--- src/shared/liu_port_consts.svh ---
// register offsets, field positions, reset values and rate counts of the system-side data port
`ifndef LIU_PORT_CONSTS_SVH
`define LIU_PORT_CONSTS_SVH

`define AXI_ADDR_W 4
`define REG_CTRL 4'h0
`define REG_STATUS 4'h4
`define REG_LOL_COUNT 4'h8

`define CTRL_RESET 32'h0000_0011
`define CTRL_MASK 32'h0000_003F
`define CTRL_COAX_BIT 0
`define CTRL_TXINV_BIT 1
`define CTRL_MODE_LSB 2
`define CTRL_TXEN_BIT 4
`define CTRL_CORE_RST_BIT 5

`define STAT_LOST_BIT 0
`define STAT_LOL_BIT 1
`define STAT_CORE_RST_BIT 2

`define RESP_OKAY 2'h0
`define RESP_SLVERR 2'h2

`define TX_HALF_DIV 8'h04
`define RX_HOLD_HALF_DIV 8'h04

`define NIBBLE_LAST 2'h3
`define PAR_CLK_RISE_CNT 2'h1
`define TX_CAPTURE_CNT 2'h1

`define LOL_PPM 32'h0000_0064
`define PPM_SCALE 32'h000F_4240
`define LOL_WINDOW_DFLT 32'h0000_4E20

`endif

--- src/shared/liu_port_pkg.sv ---
// types shared by the system-side data port
package liu_port_pkg;
  typedef enum logic [1:0] {
    TX_MASTER_PAR = 2'b00,
    TX_SLAVE_PAR = 2'b01,
    TX_SERIAL = 2'b10,
    TX_LOOP_PAR = 2'b11
  } tx_mode_e;
  typedef logic [3:0] nibble_t;
endpackage : liu_port_pkg

--- src/hw/sync_2ff.sv ---
// two-flop synchroniser for pin inputs
`timescale 1ns/10ps
module sync_2ff #(
  parameter int WIDTH = 1
) (
  input wire logic i_mclk,
  input wire logic i_rst_b,
  input wire logic [WIDTH-1:0] i_async,
  output logic [WIDTH-1:0] o_sync
);
  logic [WIDTH-1:0] stage1;

  always_ff @(posedge i_mclk or negedge i_rst_b) begin
    if (!i_rst_b) begin
      stage1 <= '0;
      o_sync <= '0;
    end else begin
      stage1 <= i_async;
      o_sync <= stage1;
    end
  end
endmodule : sync_2ff

--- src/hw/half_tick_gen.sv ---
// divider that pulses once every i_half_div clocks while running
`timescale 1ns/10ps
module half_tick_gen (
  input wire logic i_mclk,
  input wire logic i_rst_b,
  input wire logic i_run,
  input wire logic [7:0] i_half_div,
  output logic o_tick
);
  logic [7:0] count;
  wire at_end = (count <= 8'h01);

  always_ff @(posedge i_mclk or negedge i_rst_b) begin
    if (!i_rst_b) begin
      count <= 8'h01;
      o_tick <= 1'b0;
    end else if (!i_run) begin
      count <= i_half_div;
      o_tick <= 1'b0;
    end else if (at_end) begin
      count <= i_half_div;
      o_tick <= 1'b1;
    end else begin
      count <= count - 8'h01;
      o_tick <= 1'b0;
    end
  end
endmodule : half_tick_gen

--- src/hw/liu_system_side_data_port.sv ---
// system-side data port of one line interface channel with its register slave
//
// Chosen here: the AXI4-Lite slave port and the register addresses.
`timescale 1ns/10ps
`include "liu_port_consts.svh"
module liu_system_side_data_port import liu_port_pkg::*; #(
  parameter int LOL_WINDOW = `LOL_WINDOW_DFLT
) (
  input wire logic i_mclk,
  input wire logic i_rst_b,
  input wire logic i_awvalid,
  output logic o_awready,
  input wire logic [3:0] i_awaddr,
  input wire logic i_wvalid,
  output logic o_wready,
  input wire logic [31:0] i_wdata,
  input wire logic [3:0] i_wstrb,
  output logic o_bvalid,
  input wire logic i_bready,
  output logic [1:0] o_bresp,
  input wire logic i_arvalid,
  output logic o_arready,
  input wire logic [3:0] i_araddr,
  output logic o_rvalid,
  input wire logic i_rready,
  output logic [31:0] o_rdata,
  output logic [1:0] o_rresp,
  input wire logic [3:0] i_tx_nibble,
  input wire logic i_tx_par_clk_in,
  output logic o_tx_par_clk_out,
  output logic o_tx_par_clk_oe,
  input wire logic i_tx_serial_data_p,
  input wire logic i_tx_serial_clk_p,
  output logic o_coax_line_out_p,
  output logic o_coax_line_out_n,
  output logic o_coax_line_oe,
  output logic o_tx_line_clk_out_p,
  output logic o_tx_line_clk_out_n,
  output logic o_fibre_data_out_p,
  output logic o_fibre_data_out_n,
  input wire logic i_line_in_p,
  input wire logic i_rx_rec_clk,
  input wire logic i_signal_lost,
  input wire logic i_ref_clk_p,
  output logic [3:0] o_rx_nibble,
  output logic o_rx_par_clk_out,
  output logic o_rx_serial_data_p,
  output logic o_rx_serial_data_n,
  output logic o_rx_serial_clk_p,
  output logic o_rx_serial_clk_n,
  output logic o_rx_loss_of_lock
);
  localparam int unsigned LOL_TOL = LOL_WINDOW * `LOL_PPM / `PPM_SCALE;

  // ---- register slave ----
  logic [31:0] ctrl;
  logic [3:0] aw_addr;
  logic [31:0] w_data;
  logic [3:0] w_strb;
  logic [15:0] lol_count;
  logic lol_flag;
  logic lost_s;

  wire aw_take = i_awvalid & o_awready;
  wire w_take = i_wvalid & o_wready;
  wire aw_have = ~o_awready;
  wire w_have = ~o_wready;
  wire wr_ready = aw_have & w_have & ~o_bvalid;
  wire wr_ctrl = wr_ready & (aw_addr == `REG_CTRL) & w_strb[0];
  wire wr_known = (aw_addr == `REG_CTRL) | (aw_addr == `REG_STATUS) |
                  (aw_addr == `REG_LOL_COUNT);
  wire ar_take = i_arvalid & o_arready;
  wire [31:0] status_word = {29'h0, ctrl[`CTRL_CORE_RST_BIT], lol_flag, lost_s};

  function automatic logic [32:0] read_word(input logic [3:0] addr, input logic [31:0] c,
                                            input logic [31:0] s, input logic [15:0] n);
    logic [32:0] r;
    r = {1'b1, 32'h0};
    unique case (addr)
      `REG_CTRL: r = {1'b0, c};
      `REG_STATUS: r = {1'b0, s};
      `REG_LOL_COUNT: r = {1'b0, 16'h0, n};
      default: r = {1'b1, 32'h0};
    endcase
    return r;
  endfunction : read_word

  wire [32:0] rd_sel = read_word(i_araddr, ctrl, status_word, lol_count);

  always_ff @(posedge i_mclk or negedge i_rst_b) begin
    if (!i_rst_b) begin
      o_awready <= 1'b1;
      o_wready <= 1'b1;
      aw_addr <= 4'h0;
      w_data <= 32'h0;
      w_strb <= 4'h0;
      o_bvalid <= 1'b0;
      o_bresp <= `RESP_OKAY;
    end else begin
      if (aw_take) begin
        o_awready <= 1'b0;
        aw_addr <= i_awaddr;
      end
      if (w_take) begin
        o_wready <= 1'b0;
        w_data <= i_wdata;
        w_strb <= i_wstrb;
      end
      if (wr_ready) begin
        o_bvalid <= 1'b1;
        o_bresp <= wr_known ? `RESP_OKAY : `RESP_SLVERR;
      end
      if (o_bvalid & i_bready) begin
        o_bvalid <= 1'b0;
        o_awready <= 1'b1;
        o_wready <= 1'b1;
      end
    end
  end

  always_ff @(posedge i_mclk or negedge i_rst_b) begin
    if (!i_rst_b) begin
      ctrl <= `CTRL_RESET;
    end else if (wr_ctrl) begin
      ctrl <= {24'h0, w_data[7:0]} & `CTRL_MASK;
    end
  end

  always_ff @(posedge i_mclk or negedge i_rst_b) begin
    if (!i_rst_b) begin
      o_arready <= 1'b1;
      o_rvalid <= 1'b0;
      o_rdata <= 32'h0;
      o_rresp <= `RESP_OKAY;
    end else if (ar_take) begin
      o_arready <= 1'b0;
      o_rvalid <= 1'b1;
      o_rdata <= rd_sel[31:0];
      o_rresp <= rd_sel[32] ? `RESP_SLVERR : `RESP_OKAY;
    end else if (o_rvalid & i_rready) begin
      o_rvalid <= 1'b0;
      o_arready <= 1'b1;
    end
  end

  // ---- control fields ----
  wire coax_line_select = ctrl[`CTRL_COAX_BIT];
  wire tx_clk_invert = ctrl[`CTRL_TXINV_BIT];
  wire tx_enable = ctrl[`CTRL_TXEN_BIT];
  wire core_rst = ctrl[`CTRL_CORE_RST_BIT];
  tx_mode_e tx_mode;
  assign tx_mode = tx_mode_e'(ctrl[`CTRL_MODE_LSB +: 2]);
  wire master_mode = (tx_mode == TX_MASTER_PAR);
  wire serial_mode = (tx_mode == TX_SERIAL);

  // ---- pin synchronisers ----
  logic [10:0] pins_s;
  logic par_clk_q, ser_clk_q, rec_clk_q, ref_q;

  sync_2ff #(.WIDTH(11)) u_pin_sync (
    .i_mclk(i_mclk),
    .i_rst_b(i_rst_b),
    .i_async({i_tx_nibble, i_tx_par_clk_in, i_tx_serial_clk_p, i_tx_serial_data_p,
              i_line_in_p, i_rx_rec_clk, i_signal_lost, i_ref_clk_p}),
    .o_sync(pins_s)
  );

  wire [3:0] nibble_s = pins_s[10:7];
  wire par_clk_s = pins_s[6];
  wire ser_clk_s = pins_s[5];
  wire ser_data_s = pins_s[4];
  wire line_s = pins_s[3];
  wire rec_clk_s = pins_s[2];
  assign lost_s = pins_s[1];
  wire ref_s = pins_s[0];

  // capture edge follows the inversion bit
  wire par_edge = tx_clk_invert ? (par_clk_q & ~par_clk_s) : (~par_clk_q & par_clk_s);
  wire ser_edge = tx_clk_invert ? (ser_clk_q & ~ser_clk_s) : (~ser_clk_q & ser_clk_s);
  wire rec_rise = ~rec_clk_q & rec_clk_s;
  wire rec_fall = rec_clk_q & ~rec_clk_s;
  wire ref_rise = ~ref_q & ref_s;

  always_ff @(posedge i_mclk or negedge i_rst_b) begin
    if (!i_rst_b) begin
      par_clk_q <= 1'b0;
      ser_clk_q <= 1'b0;
      rec_clk_q <= 1'b0;
      ref_q <= 1'b0;
    end else begin
      par_clk_q <= par_clk_s;
      ser_clk_q <= ser_clk_s;
      rec_clk_q <= rec_clk_s;
      ref_q <= ref_s;
    end
  end

  // ---- transmit path ----
  // line timing free-runs from the bus reset so the clocks survive the core reset
  logic tx_tick, tx_half;
  logic [1:0] tx_cnt;
  nibble_t tx_hold, tx_shift, ser_acc;
  logic [1:0] ser_cnt;
  logic cmi_one_level;

  half_tick_gen u_tx_div (
    .i_mclk(i_mclk),
    .i_rst_b(i_rst_b),
    .i_run(1'b1),
    .i_half_div(`TX_HALF_DIV),
    .o_tick(tx_tick)
  );

  wire tx_bit_edge = tx_tick & tx_half;
  wire tx_last = (tx_cnt == `NIBBLE_LAST);
  wire next_bit = tx_last ? tx_hold[3] : tx_shift[2];
  wire master_cap = master_mode & tx_bit_edge & (tx_cnt == `TX_CAPTURE_CNT);
  wire slave_cap = ~master_mode & ~serial_mode & par_edge;
  wire ser_word = serial_mode & ser_edge & (ser_cnt == `NIBBLE_LAST);
  wire line_bit = tx_half ? next_bit : tx_shift[3];
  wire next_cmi = tx_half ? (next_bit ? ~cmi_one_level : 1'b0) : (tx_shift[3] ? cmi_one_level : 1'b1);

  always_ff @(posedge i_mclk or negedge i_rst_b) begin
    if (!i_rst_b) begin
      tx_half <= 1'b0;
      tx_cnt <= 2'h0;
      o_tx_line_clk_out_p <= 1'b0;
      o_tx_line_clk_out_n <= 1'b1;
      o_tx_par_clk_out <= 1'b0;
    end else if (tx_tick) begin
      tx_half <= ~tx_half;
      o_tx_line_clk_out_p <= ~o_tx_line_clk_out_p;
      o_tx_line_clk_out_n <= o_tx_line_clk_out_p;
      if (tx_half) begin
        tx_cnt <= tx_cnt + 2'h1;
        o_tx_par_clk_out <= tx_last | (tx_cnt == 2'h0);
      end
    end
  end

  always_ff @(posedge i_mclk or negedge i_rst_b) begin
    if (!i_rst_b) begin
      tx_hold <= 4'h0;
      tx_shift <= 4'h0;
      ser_acc <= 4'h0;
      ser_cnt <= 2'h0;
    end else if (core_rst) begin
      tx_hold <= 4'h0;
      tx_shift <= 4'h0;
      ser_acc <= 4'h0;
      ser_cnt <= 2'h0;
    end else begin
      if (master_cap | slave_cap) begin
        tx_hold <= nibble_s;
      end else if (ser_word) begin
        tx_hold <= {ser_acc[2:0], ser_data_s};
      end
      if (serial_mode & ser_edge) begin
        ser_acc <= {ser_acc[2:0], ser_data_s};
        ser_cnt <= ser_cnt + 2'h1;
      end
      if (tx_bit_edge) begin
        tx_shift <= tx_last ? tx_hold : {tx_shift[2:0], 1'b0};
      end
    end
  end

  // coder keeps running in core reset, so the coax pins toggle with the CMI pattern of all-zero data
  always_ff @(posedge i_mclk or negedge i_rst_b) begin
    if (!i_rst_b) begin
      cmi_one_level <= 1'b0;
      o_coax_line_out_p <= 1'b0;
      o_coax_line_out_n <= 1'b1;
      o_coax_line_oe <= 1'b0;
      o_tx_par_clk_oe <= 1'b0;
      o_fibre_data_out_p <= 1'b0;
      o_fibre_data_out_n <= 1'b0;
    end else begin
      o_coax_line_oe <= tx_enable & coax_line_select;
      o_tx_par_clk_oe <= master_mode;
      if (tx_tick) begin
        if (tx_half & next_bit) begin
          cmi_one_level <= ~cmi_one_level;
        end
        o_coax_line_out_p <= next_cmi;
        o_coax_line_out_n <= ~next_cmi;
        o_fibre_data_out_p <= ~coax_line_select & tx_enable & line_bit;
        o_fibre_data_out_n <= ~coax_line_select & tx_enable & ~line_bit;
      end else if (coax_line_select | ~tx_enable) begin
        // quiet the fibre pair at once so it never overlaps the coax enable
        o_fibre_data_out_p <= 1'b0;
        o_fibre_data_out_n <= 1'b0;
      end
    end
  end

  // ---- receive path ----
  logic hold_tick, rx_half, cmi_first;
  logic [1:0] rx_cnt;
  nibble_t rx_shift;

  half_tick_gen u_rx_hold (
    .i_mclk(i_mclk),
    .i_rst_b(i_rst_b),
    .i_run(lost_s),
    .i_half_div(`RX_HOLD_HALF_DIV),
    .o_tick(hold_tick)
  );

  // holdover ticks start a full count after the loss is seen while rx_half and rx_cnt carry on from their last phase, so the clocks stay steady
  wire live_half = coax_line_select ? rec_rise : (rec_rise | rec_fall);
  wire rx_tick = lost_s ? hold_tick : live_half;
  wire rx_bit_edge = rx_tick & rx_half;
  wire rx_bit = coax_line_select ? (cmi_first == line_s) : line_s;
  wire rx_last = (rx_cnt == `NIBBLE_LAST);
  wire [3:0] rx_word = {rx_shift[2:0], rx_bit};

  always_ff @(posedge i_mclk or negedge i_rst_b) begin
    if (!i_rst_b) begin
      rx_half <= 1'b0;
      rx_cnt <= 2'h0;
      cmi_first <= 1'b0;
      o_rx_par_clk_out <= 1'b0;
      o_rx_serial_clk_p <= 1'b0;
      o_rx_serial_clk_n <= 1'b1;
    end else if (rx_tick) begin
      rx_half <= ~rx_half;
      o_rx_serial_clk_p <= ~rx_half;
      o_rx_serial_clk_n <= rx_half;
      if (!rx_half) begin
        cmi_first <= line_s;
      end else begin
        rx_cnt <= rx_cnt + 2'h1;
        if (rx_last) begin
          o_rx_par_clk_out <= 1'b0;
        end else if (rx_cnt == `PAR_CLK_RISE_CNT) begin
          o_rx_par_clk_out <= 1'b1;
        end
      end
    end
  end

  always_ff @(posedge i_mclk or negedge i_rst_b) begin
    if (!i_rst_b) begin
      rx_shift <= 4'h0;
      o_rx_nibble <= 4'h0;
      o_rx_serial_data_p <= 1'b0;
      o_rx_serial_data_n <= 1'b1;
    end else if (lost_s) begin
      rx_shift <= 4'h0;
      o_rx_nibble <= 4'h0;
      o_rx_serial_data_p <= 1'b0;
      o_rx_serial_data_n <= 1'b1;
    end else if (rx_bit_edge) begin
      rx_shift <= core_rst ? 4'h0 : rx_word;
      o_rx_serial_data_p <= rx_bit;
      o_rx_serial_data_n <= ~rx_bit;
      if (rx_last) begin
        o_rx_nibble <= rx_word;
      end
    end
  end

  // ---- frequency lock monitor ----
  logic [15:0] ref_cnt;
  logic [16:0] rec_cnt;
  wire window_end = ref_rise & ({16'h0, ref_cnt} == LOL_WINDOW[31:0] - 32'h1);
  wire [31:0] expect_cnt = coax_line_select ? (LOL_WINDOW[31:0] << 1) : LOL_WINDOW[31:0];
  // a recovered edge on the closing reference edge belongs to this window
  wire [31:0] rec_ext = {15'h0, rec_cnt} + {31'h0, rec_rise};
  wire off_freq = (rec_ext > expect_cnt + LOL_TOL) | (rec_ext + LOL_TOL < expect_cnt);

  always_ff @(posedge i_mclk or negedge i_rst_b) begin
    if (!i_rst_b) begin
      ref_cnt <= 16'h0;
      rec_cnt <= 17'h0;
      lol_count <= 16'h0;
      lol_flag <= 1'b0;
      o_rx_loss_of_lock <= 1'b0;
    end else if (window_end) begin
      ref_cnt <= 16'h0;
      rec_cnt <= 17'h0;
      lol_count <= rec_ext[15:0];
      lol_flag <= off_freq;
      o_rx_loss_of_lock <= off_freq;
    end else begin
      if (ref_rise) begin
        ref_cnt <= ref_cnt + 16'h1;
      end
      if (rec_rise & ~&rec_cnt) begin
        rec_cnt <= rec_cnt + 17'h1;
      end
    end
  end
endmodule : liu_system_side_data_port

--- config.mk ---
export PLATFORM = sky130hd
export DESIGN_NAME = liu_system_side_data_port
export DESIGN_NICKNAME = d
export VERILOG_FILES = /design/src/shared/liu_port_pkg.sv /design/src/hw/sync_2ff.sv /design/src/hw/half_tick_gen.sv /design/src/hw/liu_system_side_data_port.sv
export VERILOG_INCLUDE_DIRS = /design/src /design/src/shared
export SDC_FILE = /design/constraint.sdc
export NUM_CORES = 1
export LEC_CHECK = 0
export BUFFER_PORTS_ARGS = -buffer_cell sky130_fd_sc_hd__buf_2
export CAP_MARGIN = 20
export CORE_MARGIN = 4
export CORE_UTILIZATION = 40
export CTS_BUF_LIST = sky130_fd_sc_hd__clkbuf_8
export DETAILED_ROUTE_END_ITERATION = 10
export MAX_ROUTING_LAYER = met4
export PLACE_DENSITY = 0.69
export SYNTH_ARGS = -nofsm -noshare
export SYNTH_HDL_FRONTEND = slang
export SYNTH_SLANG_ARGS = --single-unit
--- constraint.sdc ---
create_clock -name i_mclk -period 5.63 [get_ports i_mclk]
set_input_delay 1.126 -clock i_mclk [delete_from_list [all_inputs] [get_ports i_mclk]]
set_output_delay 1.126 -clock i_mclk [all_outputs]
set_load 0.1 [all_outputs]
==> results of run 1 <==
cells in the final DEF (no fill, tap or decap), types with 17 or more instances in the layout:
cell | netlist | layout
mux2_2 | 23 | 23
clkbuf_8 | 0 | 17
nand3_1 | 25 | 25
nor2_1 | 88 | 88
xor2_1 | 21 | 21
conb_1 | 1 | 18
a21oi_1 | 27 | 27
mux2i_1 | 18 | 18
dfrtp_1 | 164 | 164
o21ai_0 | 31 | 31
nand2_1 | 83 | 83
ha_1 | 26 | 26
inv_1 | 23 | 24
buf_2 | 6 | 74
xnor2_1 | 43 | 43
final cells by class:
type / instances / area share (%)
clock buffer: 17 / 2.54
clock inverter: 15 / 1.82
inverter: 23 / 0.938
multi-input combinational: 550 / 38.3
sequential: 175 / 47.7
tap: 270 / 3.67
timing repair buffer: 82 / 5.02
power breakdown:
group	total [mW]	switching, mW	internal (mW)
Sequential	1.73	0.250	1.48
Combinational	0.992	0.679	0.313
Clock	0.855	0.519	0.335
cells by family after synthesis:
| kind of cell | after synthesis |
|---|---|
| other cells | 1 |
| buf+inv | 74 |
| fa+ha+maj | 26 |
| flops | 175 |
| mux | 41 |
| simple gates | 297 |
| compound gates | 104 |
| xor+xnor | 64 |
stage by stage:
stage	util, %	power (mW)	setup WS (ns)	hold slack, ns
after global placement	43.3	2.72	1.34	0.332
after detailed placement	43.3	2.75	1.26	0.336
final	45.5	3.57	1.14	0.343
after global routing	45.5	3.80	0.754	0.351
after floorplan	-	2.52	1.75	0.331
after CTS	45.3	3.61	1.18	0.347
layer usage:
metal | wire length [µm] | GRT usage [%] | vias up
met1 | 7480 | 19.9 | 2755
met3 | 920 | 3.68 | 23
met5 | 0 | - | -
met2 | 7280 | 22.3 | 128
li1 | - | - | 2805
met4 | 196 | 5.17 | 0
worst max path at each step:
| stage | start | endpoint | depth (start not counted) |
|---|---|---|---|
| floorplan | rec_clk_q | lol_flag | 18 |
| global placement | rec_clk_q | lol_flag | 17 |
| detailed placement | rec_clk_q | lol_flag | 17 |
| CTS | rec_clk_q | lol_flag | 17 |
| global route | rec_clk_q | lol_flag | 17 |
| finish | rec_clk_q | lol_flag | 17 |
flip-flops by register name (all words and copies together) (netlist names), 4 cells and up:
name and cells:
u_pin_sync.stage1 11, u_pin_sync.o_sync 11, u_rx_hold.count 8, ctrl 6, tx_shift 4, tx_hold 4, aw_addr 4, o_rdata 16
ref_cnt 16, o_rx_nibble 4, u_tx_div.count 8, rec_cnt 17, w_data 6, lol_count 16
worst max-delay path, cell delays in order, from the launching register on:
cell and delay (ns):
dfrtp_1 0.38, inv_1 0.05, ha_1 0.18, ha_1 0.34, ha_1 0.39, nand3_2 0.25
or4_1 0.55, and2_1 0.24, or3_4 0.37, nor4_2 0.30, nor2_1 0.10, ha_1 0.31
nand2_1 0.07, nor4b_1 0.31, mux2i_1 0.13, a32o_1 0.22, a21oi_1 0.14, nor2_1 0.06
==> impl_metrics.yaml, run 1 <==
global_route:
  grt_pass1_wl_mm: 26.6
  antenna_found_initial: 0
  grt_pass1_vias: 5481
  grtUsageTotal_pct: 14.9
  grt_overflow: 0
  grt_max_degree: 115
synth:
  synth_compound_area_share_pct: 8.21
  async_flop_share_pct: 100
  syn_area_per_cell_um2: 10.5
  synth_top_family_by_area: "simple AND/OR/NAND/NOR gates"
  netlist.area_leader.share_pct: 50.0
  postSynthCellCount: 782
  synth_edf_count: 0
  synthFlopType: "dfrtp_1"
  synth_mux_area_share_pct: 5.35
  syn_area_um2: 8210
  synth_fa_ha_area_share_pct: 3.96
  synth_seq_cells: 175
  synth_warnings: 0
  synth-xor-area-share_pct: 6.82
  synth-simple-area-share_pct: 17.7
  ys_types: 59
  netlist_top_cells_area: "dfrtp_1, xnor2_1, nor2_1"
  yosys.area.top_type: "dfrtp_1"
  ys_seq_area_share_pct: 53.5
  ys_top_cells_by_count: "dfrtp_1, nor2_1, nand2_1"
  yosysMostFrequentCell: "dfrtp_1"
power:
  peakVddDrop_mv: 0.395
  p_leak_nw: 4.26
  powerDensity_nw_per_um2: 388
setup_path:
  cp.arrival_ns: 4.86
  worstSetupPathType: "flop to flop"
  reg2reg_from: "rec_clk_q"
  cp-end-kind: "flop"
  crit_required_ns: 5.99
  crit_fanout: 10
  rr_worst_depth: 17
  start_kind: "flop"
  r2r-end: "lol_flag"
  r2r_slack_ns: 1.14
clocking:
  cts_setup_buffers: 0
  cts_htree_levels: 4
  cts.sinks: 175
  clockBufferDepth: 2
  tritoncts: "yes"
  clk_latency_ns: 0.47
  ctsHoldBuffers: 0
  root_buffer: "clkbuf_8"
  clk_pin_slew_ns: 0.10
  post_cts_resized: 0
  cts_buffers: 17
hold_path:
  hold_start: "u_pin_sync.stage1[4]"
  holdPathEnd: "u_pin_sync.o_sync[4]"
  whs_path_depth: 0
  hold_class: "flop to flop"
die:
  ioPinCount: 122
  dieArea_um2: 22900
  core.rowCount: 52
  start_util_pct: 40.6
  die_w_um: 151
  core-area_um2: 20200
  fp.dieH_um: 151
cells_and_area:
  seqCellArea_um2: 4390
  drive_gt1_share_pct: 18.3
  design_area_um2: 9210
  syn2layout_area_growth_pct: 12.1
  fillCellCount: 1883
  instances_no_fill: 1132
  layout.nets: 937
  multi_input_area_um2: 3520
  antennaDiodeCount: 0
sta:
  final.period_utilization_pct: 79.8
  period_needed_ns: 4.49
  tns_ns: 0
  slew_headroom_pct: 33.3
  fmax_ghz: 0.223
  maxSlewViolCount: 0
  finClkSkew_ns: 0.0152
  rsz0062_at_grt: "false"
  setup_viol: 0
  finalHoldViolations: 0
  worstMarginPinSlew_ns: 0.975
placement:
  place_congestion: 0.866
  dp_cells: 1097
  port_buffers: 74
  placed_cell_area_um2: 8760
  dp_hpwl_mm: 11.3
routing:
  drtAntennaViolNets: 0
  drt_iter0_markers: 292
  drt_pre_antenna_iters: 4
  vias: 5711
  vias_per_cell: 5.05
  wire_per_inst_um: 14.0
  post-route-drc-count: 0
  routed_wirelength_mm: 15.9
status:
  outcome: "finished, final reports clean"
flow_run:
  drv_cap: 0
(Power assumes the default switching activity.)
==> run 2: changes to the inputs <==
clock period = 4.3 ns   (was 5.63 ns; I/O delays follow)
==> run 2 against run 1 <==
Global-route usage is 0.41 points lower. First-iteration DRC count is 18% higher. Power rose by 31%. Clock power is 29% higher. Highest routed layer unchanged.
==> impl_metrics.yaml, run 2 (same netlist as run 1, synthesis figures left out) <==
status:
  outcome: "finished, final reports clean"
setup_path:
  crit_path_cell_trace: "inv_1 > ha_1 > ha_1 > ha_1 > nand3_2 > or4_1 > and2_1 > or3_4 > nor4_2 > nor2_1 > ha_1 > nand2_1 > nor4b_1 > mux2i_1 > a32o_1 > a21oi_1 > nor2_1"
  cp-end-kind: "flop"
  critical_path_buf_inv_count: 1
  crit_fanout: 9
  cp_slowest_cell: "or4_1"
  worstSetupPathType: "flop to flop"
  crit_top_cell: "ha_1"
  crit_path_max_incr_delay_ns: 0.50
  cp.arrival_ns: 4.30
  start_kind: "flop"
  cpLargestDelayFamily: "simple AND/OR/NAND/NOR gates"
  crit_required_ns: 4.64
sta:
  tns_ns: 0
  final.period_utilization_pct: 92.0
  finalHoldViolations: 0
  worst_slack_ns: 0.346
  worstMarginPinSlew_ns: 0.994
  fmax_ghz: 0.253
  setup_viol: 0
  maxSlewViolCount: 0
  period_needed_ns: 3.95
  slew_headroom_pct: 32.0
  rsz0062_at_grt: "false"
  finClkSkew_ns: 0.0147
die:
  core.rowCount: 52
  fp.dieH_um: 151
  die_w_um: 151
  ioPinCount: 122
  start_util_pct: 40.6
  dieArea_um2: 22900
  core-area_um2: 20200
cells_and_area:
  instances_no_fill: 1133
  layout.nets: 939
  top_register: "rec_cnt"
  final_cell_mix: "dfrtp_1, nor2_1, nand2_1"
  antennaDiodeCount: 0
  final_util_pct: 45.4
  final_common_cell: "dfrtp_1"
  largest_reg_flops: 17
  syn2layout_area_growth_pct: 11.9
  drive_gt1_share_pct: 18.5
routing:
  drt_iter0_markers: 346
  wl_met1_mm: 7.66
  dr.max_layer_used: "met4"
  wire_per_inst_um: 13.8
  route.met2.wl_mm: 7.22
  post-route-drc-count: 0
  routed_wirelength_mm: 15.7
  vias_per_cell: 4.98
  drt_pre_antenna_iters: 6
  vias: 5641
  drtAntennaViolNets: 0
  wl_met3_um: 697
power:
  powerDensity_nw_per_um2: 508
  clkPwrFrac_pct: 23.5
  peakVddDrop_mv: 0.489
  p_comb_share_pct: 28.6
  p_int_mw: 2.80
  seqPwrFrac_pct: 47.9
  power.switching_mw: 1.87
  p_leak_nw: 4.25
  swShare_pct: 40.1
clocking:
  clk_pin_slew_ns: 0.10
  cts.sinks: 175
  cts_setup_buffers: 0
  cts_buffers: 17
  post_cts_resized: 0
  ctsHoldBuffers: 0
  cts_htree_levels: 4
  root_buffer: "clkbuf_8"
  clk_latency_ns: 0.45
  tritoncts: "yes"
  clockBufferDepth: 2
global_route:
  grt_pass1_vias: 5334
  grtUsageTotal_pct: 14.5
  grt_pass1_wl_mm: 26.3
  grt_max_degree: 98
  antenna_found_initial: 0
  grt_overflow: 0
placement:
  dp_cells: 1100
  dp_hpwl_mm: 11.3
  place_ws_ns: 0.380
  place_congestion: 0.846
  port_buffers: 74
flow_run:
  drv_cap: 0
hold_path:
  hold_class: "flop to flop"
==> run 2: per-layer routing <==
metal,up-vias,GRT usage (%)
met2,84,21.1
li1,2806,-
met4,0,3.17
met3,8,3.77
met5,-,-
met1,2743,20.6
==> run 2: final cells by class <==
type | count | area (µm²)
flip-flops and latches | 175 | 4390
repair buffers | 84 | 469
clock buffers | 18 | 248
fillers | 1870 | 11000
well taps | 270 | 338
inverters | 23 | 86.3
multi-input cells | 550 | 3520
clock inverters | 13 | 134
==> run 2: path summary, 6_finish.rpt <==
kind                                        from                    end  slack (ns)  cells after the start
min                        u_pin_sync.stage1[10]  u_pin_sync.o_sync[10]        0.36                      0
max reg2reg                            rec_clk_q               lol_flag        0.35                     17
min in group asynchronous                i_rst_b   u_pin_sync.stage1[3]        0.46                      1
min reg2reg                u_pin_sync.stage1[10]  u_pin_sync.o_sync[10]        0.36                      0
max in group asynchronous                i_rst_b              o_awready        2.93                      2
max                                    rec_clk_q               lol_flag        0.35                     17
==> run 2: power by group through the flow <==
stage | clock, mW | combinational [mW] | sequential [mW]
final | 1.10 | 1.34 | 2.23
after global routing | 1.20 | 1.47 | 2.28
after CTS | 1.14 | 1.35 | 2.24
after detailed placement | 0 | 1.35 | 2.27
after global placement | 0 | 1.32 | 2.26
after floorplan | 0 | 0.773 | 2.53
==> run 2: metrics by stage <==
step / total power, mW / hold WS, ns / instance area [µm²]
final: 4.67 / 0.357 / 9190
after detailed placement: 3.61 / 0.336 / 8790
after floorplan: 3.30 / 0.331 / 8280
after global routing: 4.96 / 0.361 / 9190
after CTS: 4.72 / 0.359 / 9170
after global placement: 3.57 / 0.334 / 8790
==> run 2: worst register-to-register path, stage by stage (launching register included) <==
cell and delay [ns]:
dfrtp_1 0.37, inv_1 0.05, ha_1 0.17, ha_1 0.35, ha_1 0.25, nand3_2 0.09
or4_1 0.50, and2_1 0.23, or3_4 0.37, nor4_2 0.20, nor2_1 0.08, ha_1 0.30
nand2_1 0.07, nor4b_1 0.27, mux2i_1 0.12, a32o_1 0.21, a21oi_1 0.15, nor2_1 0.06
==> run 3: changes to the inputs <==
CORE_UTILIZATION = 59   (was 40)
PLACE_DENSITY = 0.92   (was 0.69)
==> run 3 against run 2 <==
Sequential cell count did not move. Sequential share of layout area up 0.42 points. Global-route usage rose by 7.3 points. Design area fell by 0.87%. Final cell count fell by 7.9%. Power is 1.3% higher.
==> impl_metrics.yaml, run 3 (same netlist as run 1, synthesis figures left out) <==
hold_path:
  holdPathEnd: "u_pin_sync.o_sync[2]"
  hold_start: "u_pin_sync.stage1[2]"
  hold_class: "flop to flop"
  whs_path_depth: 0
power:
  p_leak_nw: 4.27
  powerDensity_nw_per_um2: 519
  peakVddDrop_mv: 0.545
  total_power_mw: 4.73
cells_and_area:
  layout.nets: 942
  largest_reg_flops: 17
  final_common_cell: "dfrtp_1"
  drive_gt1_share_pct: 19.0
  final_cell_mix: "dfrtp_1, nor2_1, nand2_1"
  syn2layout_area_growth_pct: 10.9
  fillCellCount: 967
  top_register: "rec_cnt"
  instances_no_fill: 1044
setup_path:
  reg2reg_from: "rec_clk_q"
  r2r_slack_ns: 0.43
  crit_required_ns: 4.66
  crit_fanout: 8
  cp.arrival_ns: 4.22
  rr_worst_depth: 17
  cp-end-kind: "flop"
  r2r-end: "lol_flag"
  start_kind: "flop"
  worstSetupPathType: "flop to flop"
routing:
  vias: 5853
  post-route-drc-count: 0
  vias_per_cell: 5.61
  drtAntennaViolNets: 0
  routed_wirelength_mm: 16.2
  drt_pre_antenna_iters: 5
  drt_iter0_markers: 352
  wire_per_inst_um: 15.5
sta:
  maxSlewViolCount: 0
  tns_ns: 0
  rsz0062_at_grt: "false"
  fmax_ghz: 0.259
  final.period_utilization_pct: 90.0
  setup_viol: 0
  finalHoldViolations: 0
  worstMarginPinSlew_ns: 0.985
  finClkSkew_ns: 0.0151
  slew_headroom_pct: 32.6
  period_needed_ns: 3.87
clocking:
  cts.sinks: 175
  cts_buffers: 17
  clk_latency_ns: 0.47
  clk_pin_slew_ns: 0.09
  root_buffer: "clkbuf_8"
  cts_htree_levels: 4
  clockBufferDepth: 2
  cts_setup_buffers: 0
  tritoncts: "yes"
status:
  outcome: "finished, final reports clean"
die:
  ioPinCount: 122
  core-area_um2: 13500
  fp.dieH_um: 126
  dieArea_um2: 15900
  core.rowCount: 42
  start_util_pct: 61.1
  die_w_um: 126
placement:
  dp_hpwl_mm: 11.7
  place_congestion: 0.880
  dp_cells: 1010
  port_buffers: 74
global_route:
  antenna_found_initial: 1
  grt_overflow: 0
  grt_max_degree: 94
  grtUsageTotal_pct: 21.8
  grt_pass1_wl_mm: 27.5
  grt_pass1_vias: 5821
flow_run:
  drv_cap: 0
## run 3: cell types whose count changed in the layout (fill, tap and decap cells not counted), moves of 2 or more
cell,delta
buf_4,+5
clkinv_4,+2
inv_6,-2
inv_8,-2
## run 3: cell type report
type / instances / area, µm² / share of cell area, %
Clock buffer: 18 / 248 / 2.72
Multi-Input combinational cell: 550 / 3530 / 38.7
Clock inverter: 14 / 154 / 1.69
Inverter: 23 / 86.3 / 0.947
Tap cell: 176 / 220 / 2.42
Antenna cell: 1 / 2.50 / 0.0275
Sequential cell: 175 / 4390 / 48.2
Timing Repair Buffer: 87 / 482 / 5.29
## run 3: critical path, cell delays in order, from the launching register on
cell,delay (ns)
dfrtp_1,0.37
inv_1,0.05
ha_1,0.19
ha_1,0.19
buf_4,0.15
nand4_2,0.18
or4_1,0.56
and2_4,0.20
or3_4,0.38
nor4_2,0.19
nor2_1,0.08
ha_1,0.30
nand2_1,0.08
nor4b_1,0.28
mux2i_1,0.12
a32o_1,0.22
a21oi_1,0.15
nor2_1,0.06
## run 3: routing by layer
layer  global-route usage [%]  wire length, µm  part of all wire, %
met1                     28.1             6970                   43
met2                     34.5             8020                   50
met3                     4.28              886                  5.5
met4                     8.08              291                  1.8
met5                        -                0                    0
## run 3: metrics by stage
stage / area (µm²) / utilization (%) / setup WS [ns] / hold slack, ns
5_1_grt: 9110 / 67.7 / 0.0600 / 0.365
2_1_floorplan: 8280 / - / 0.420 / 0.331
6_report: 9110 / 67.7 / 0.432 / 0.355
4_1_cts: 9090 / 67.6 / 0.391 / 0.356
3_5_place_dp: 8690 / 64.6 / 0.407 / 0.335
3_3_place_gp: 8690 / 64.6 / 0.512 / 0.332
## run 3: repair_timing
item | in CTS | in global routing
endpoints found under the setup margin | 0 | 1
hold buffers | 0 | 0
resized for setup | 0 | 1
## run 3: worst max-delay path by stage
stage / from / end / cells past startpoint
floorplan: rec_clk_q / lol_flag / 18
global placement: rec_clk_q / lol_flag / 17
detailed placement: rec_clk_q / lol_flag / 17
CTS: rec_clk_q / lol_flag / 17
global route: rec_clk_q / lol_flag / 17
finish: rec_clk_q / lol_flag / 17
## run 3: power by group
group	switching, mW	leakage [nW]	internal (mW)
sequential	0.299	2.25	1.94
clock	0.629	0.203	0.497
combinational	0.941	1.81	0.426
total	1.87	4.27	2.86
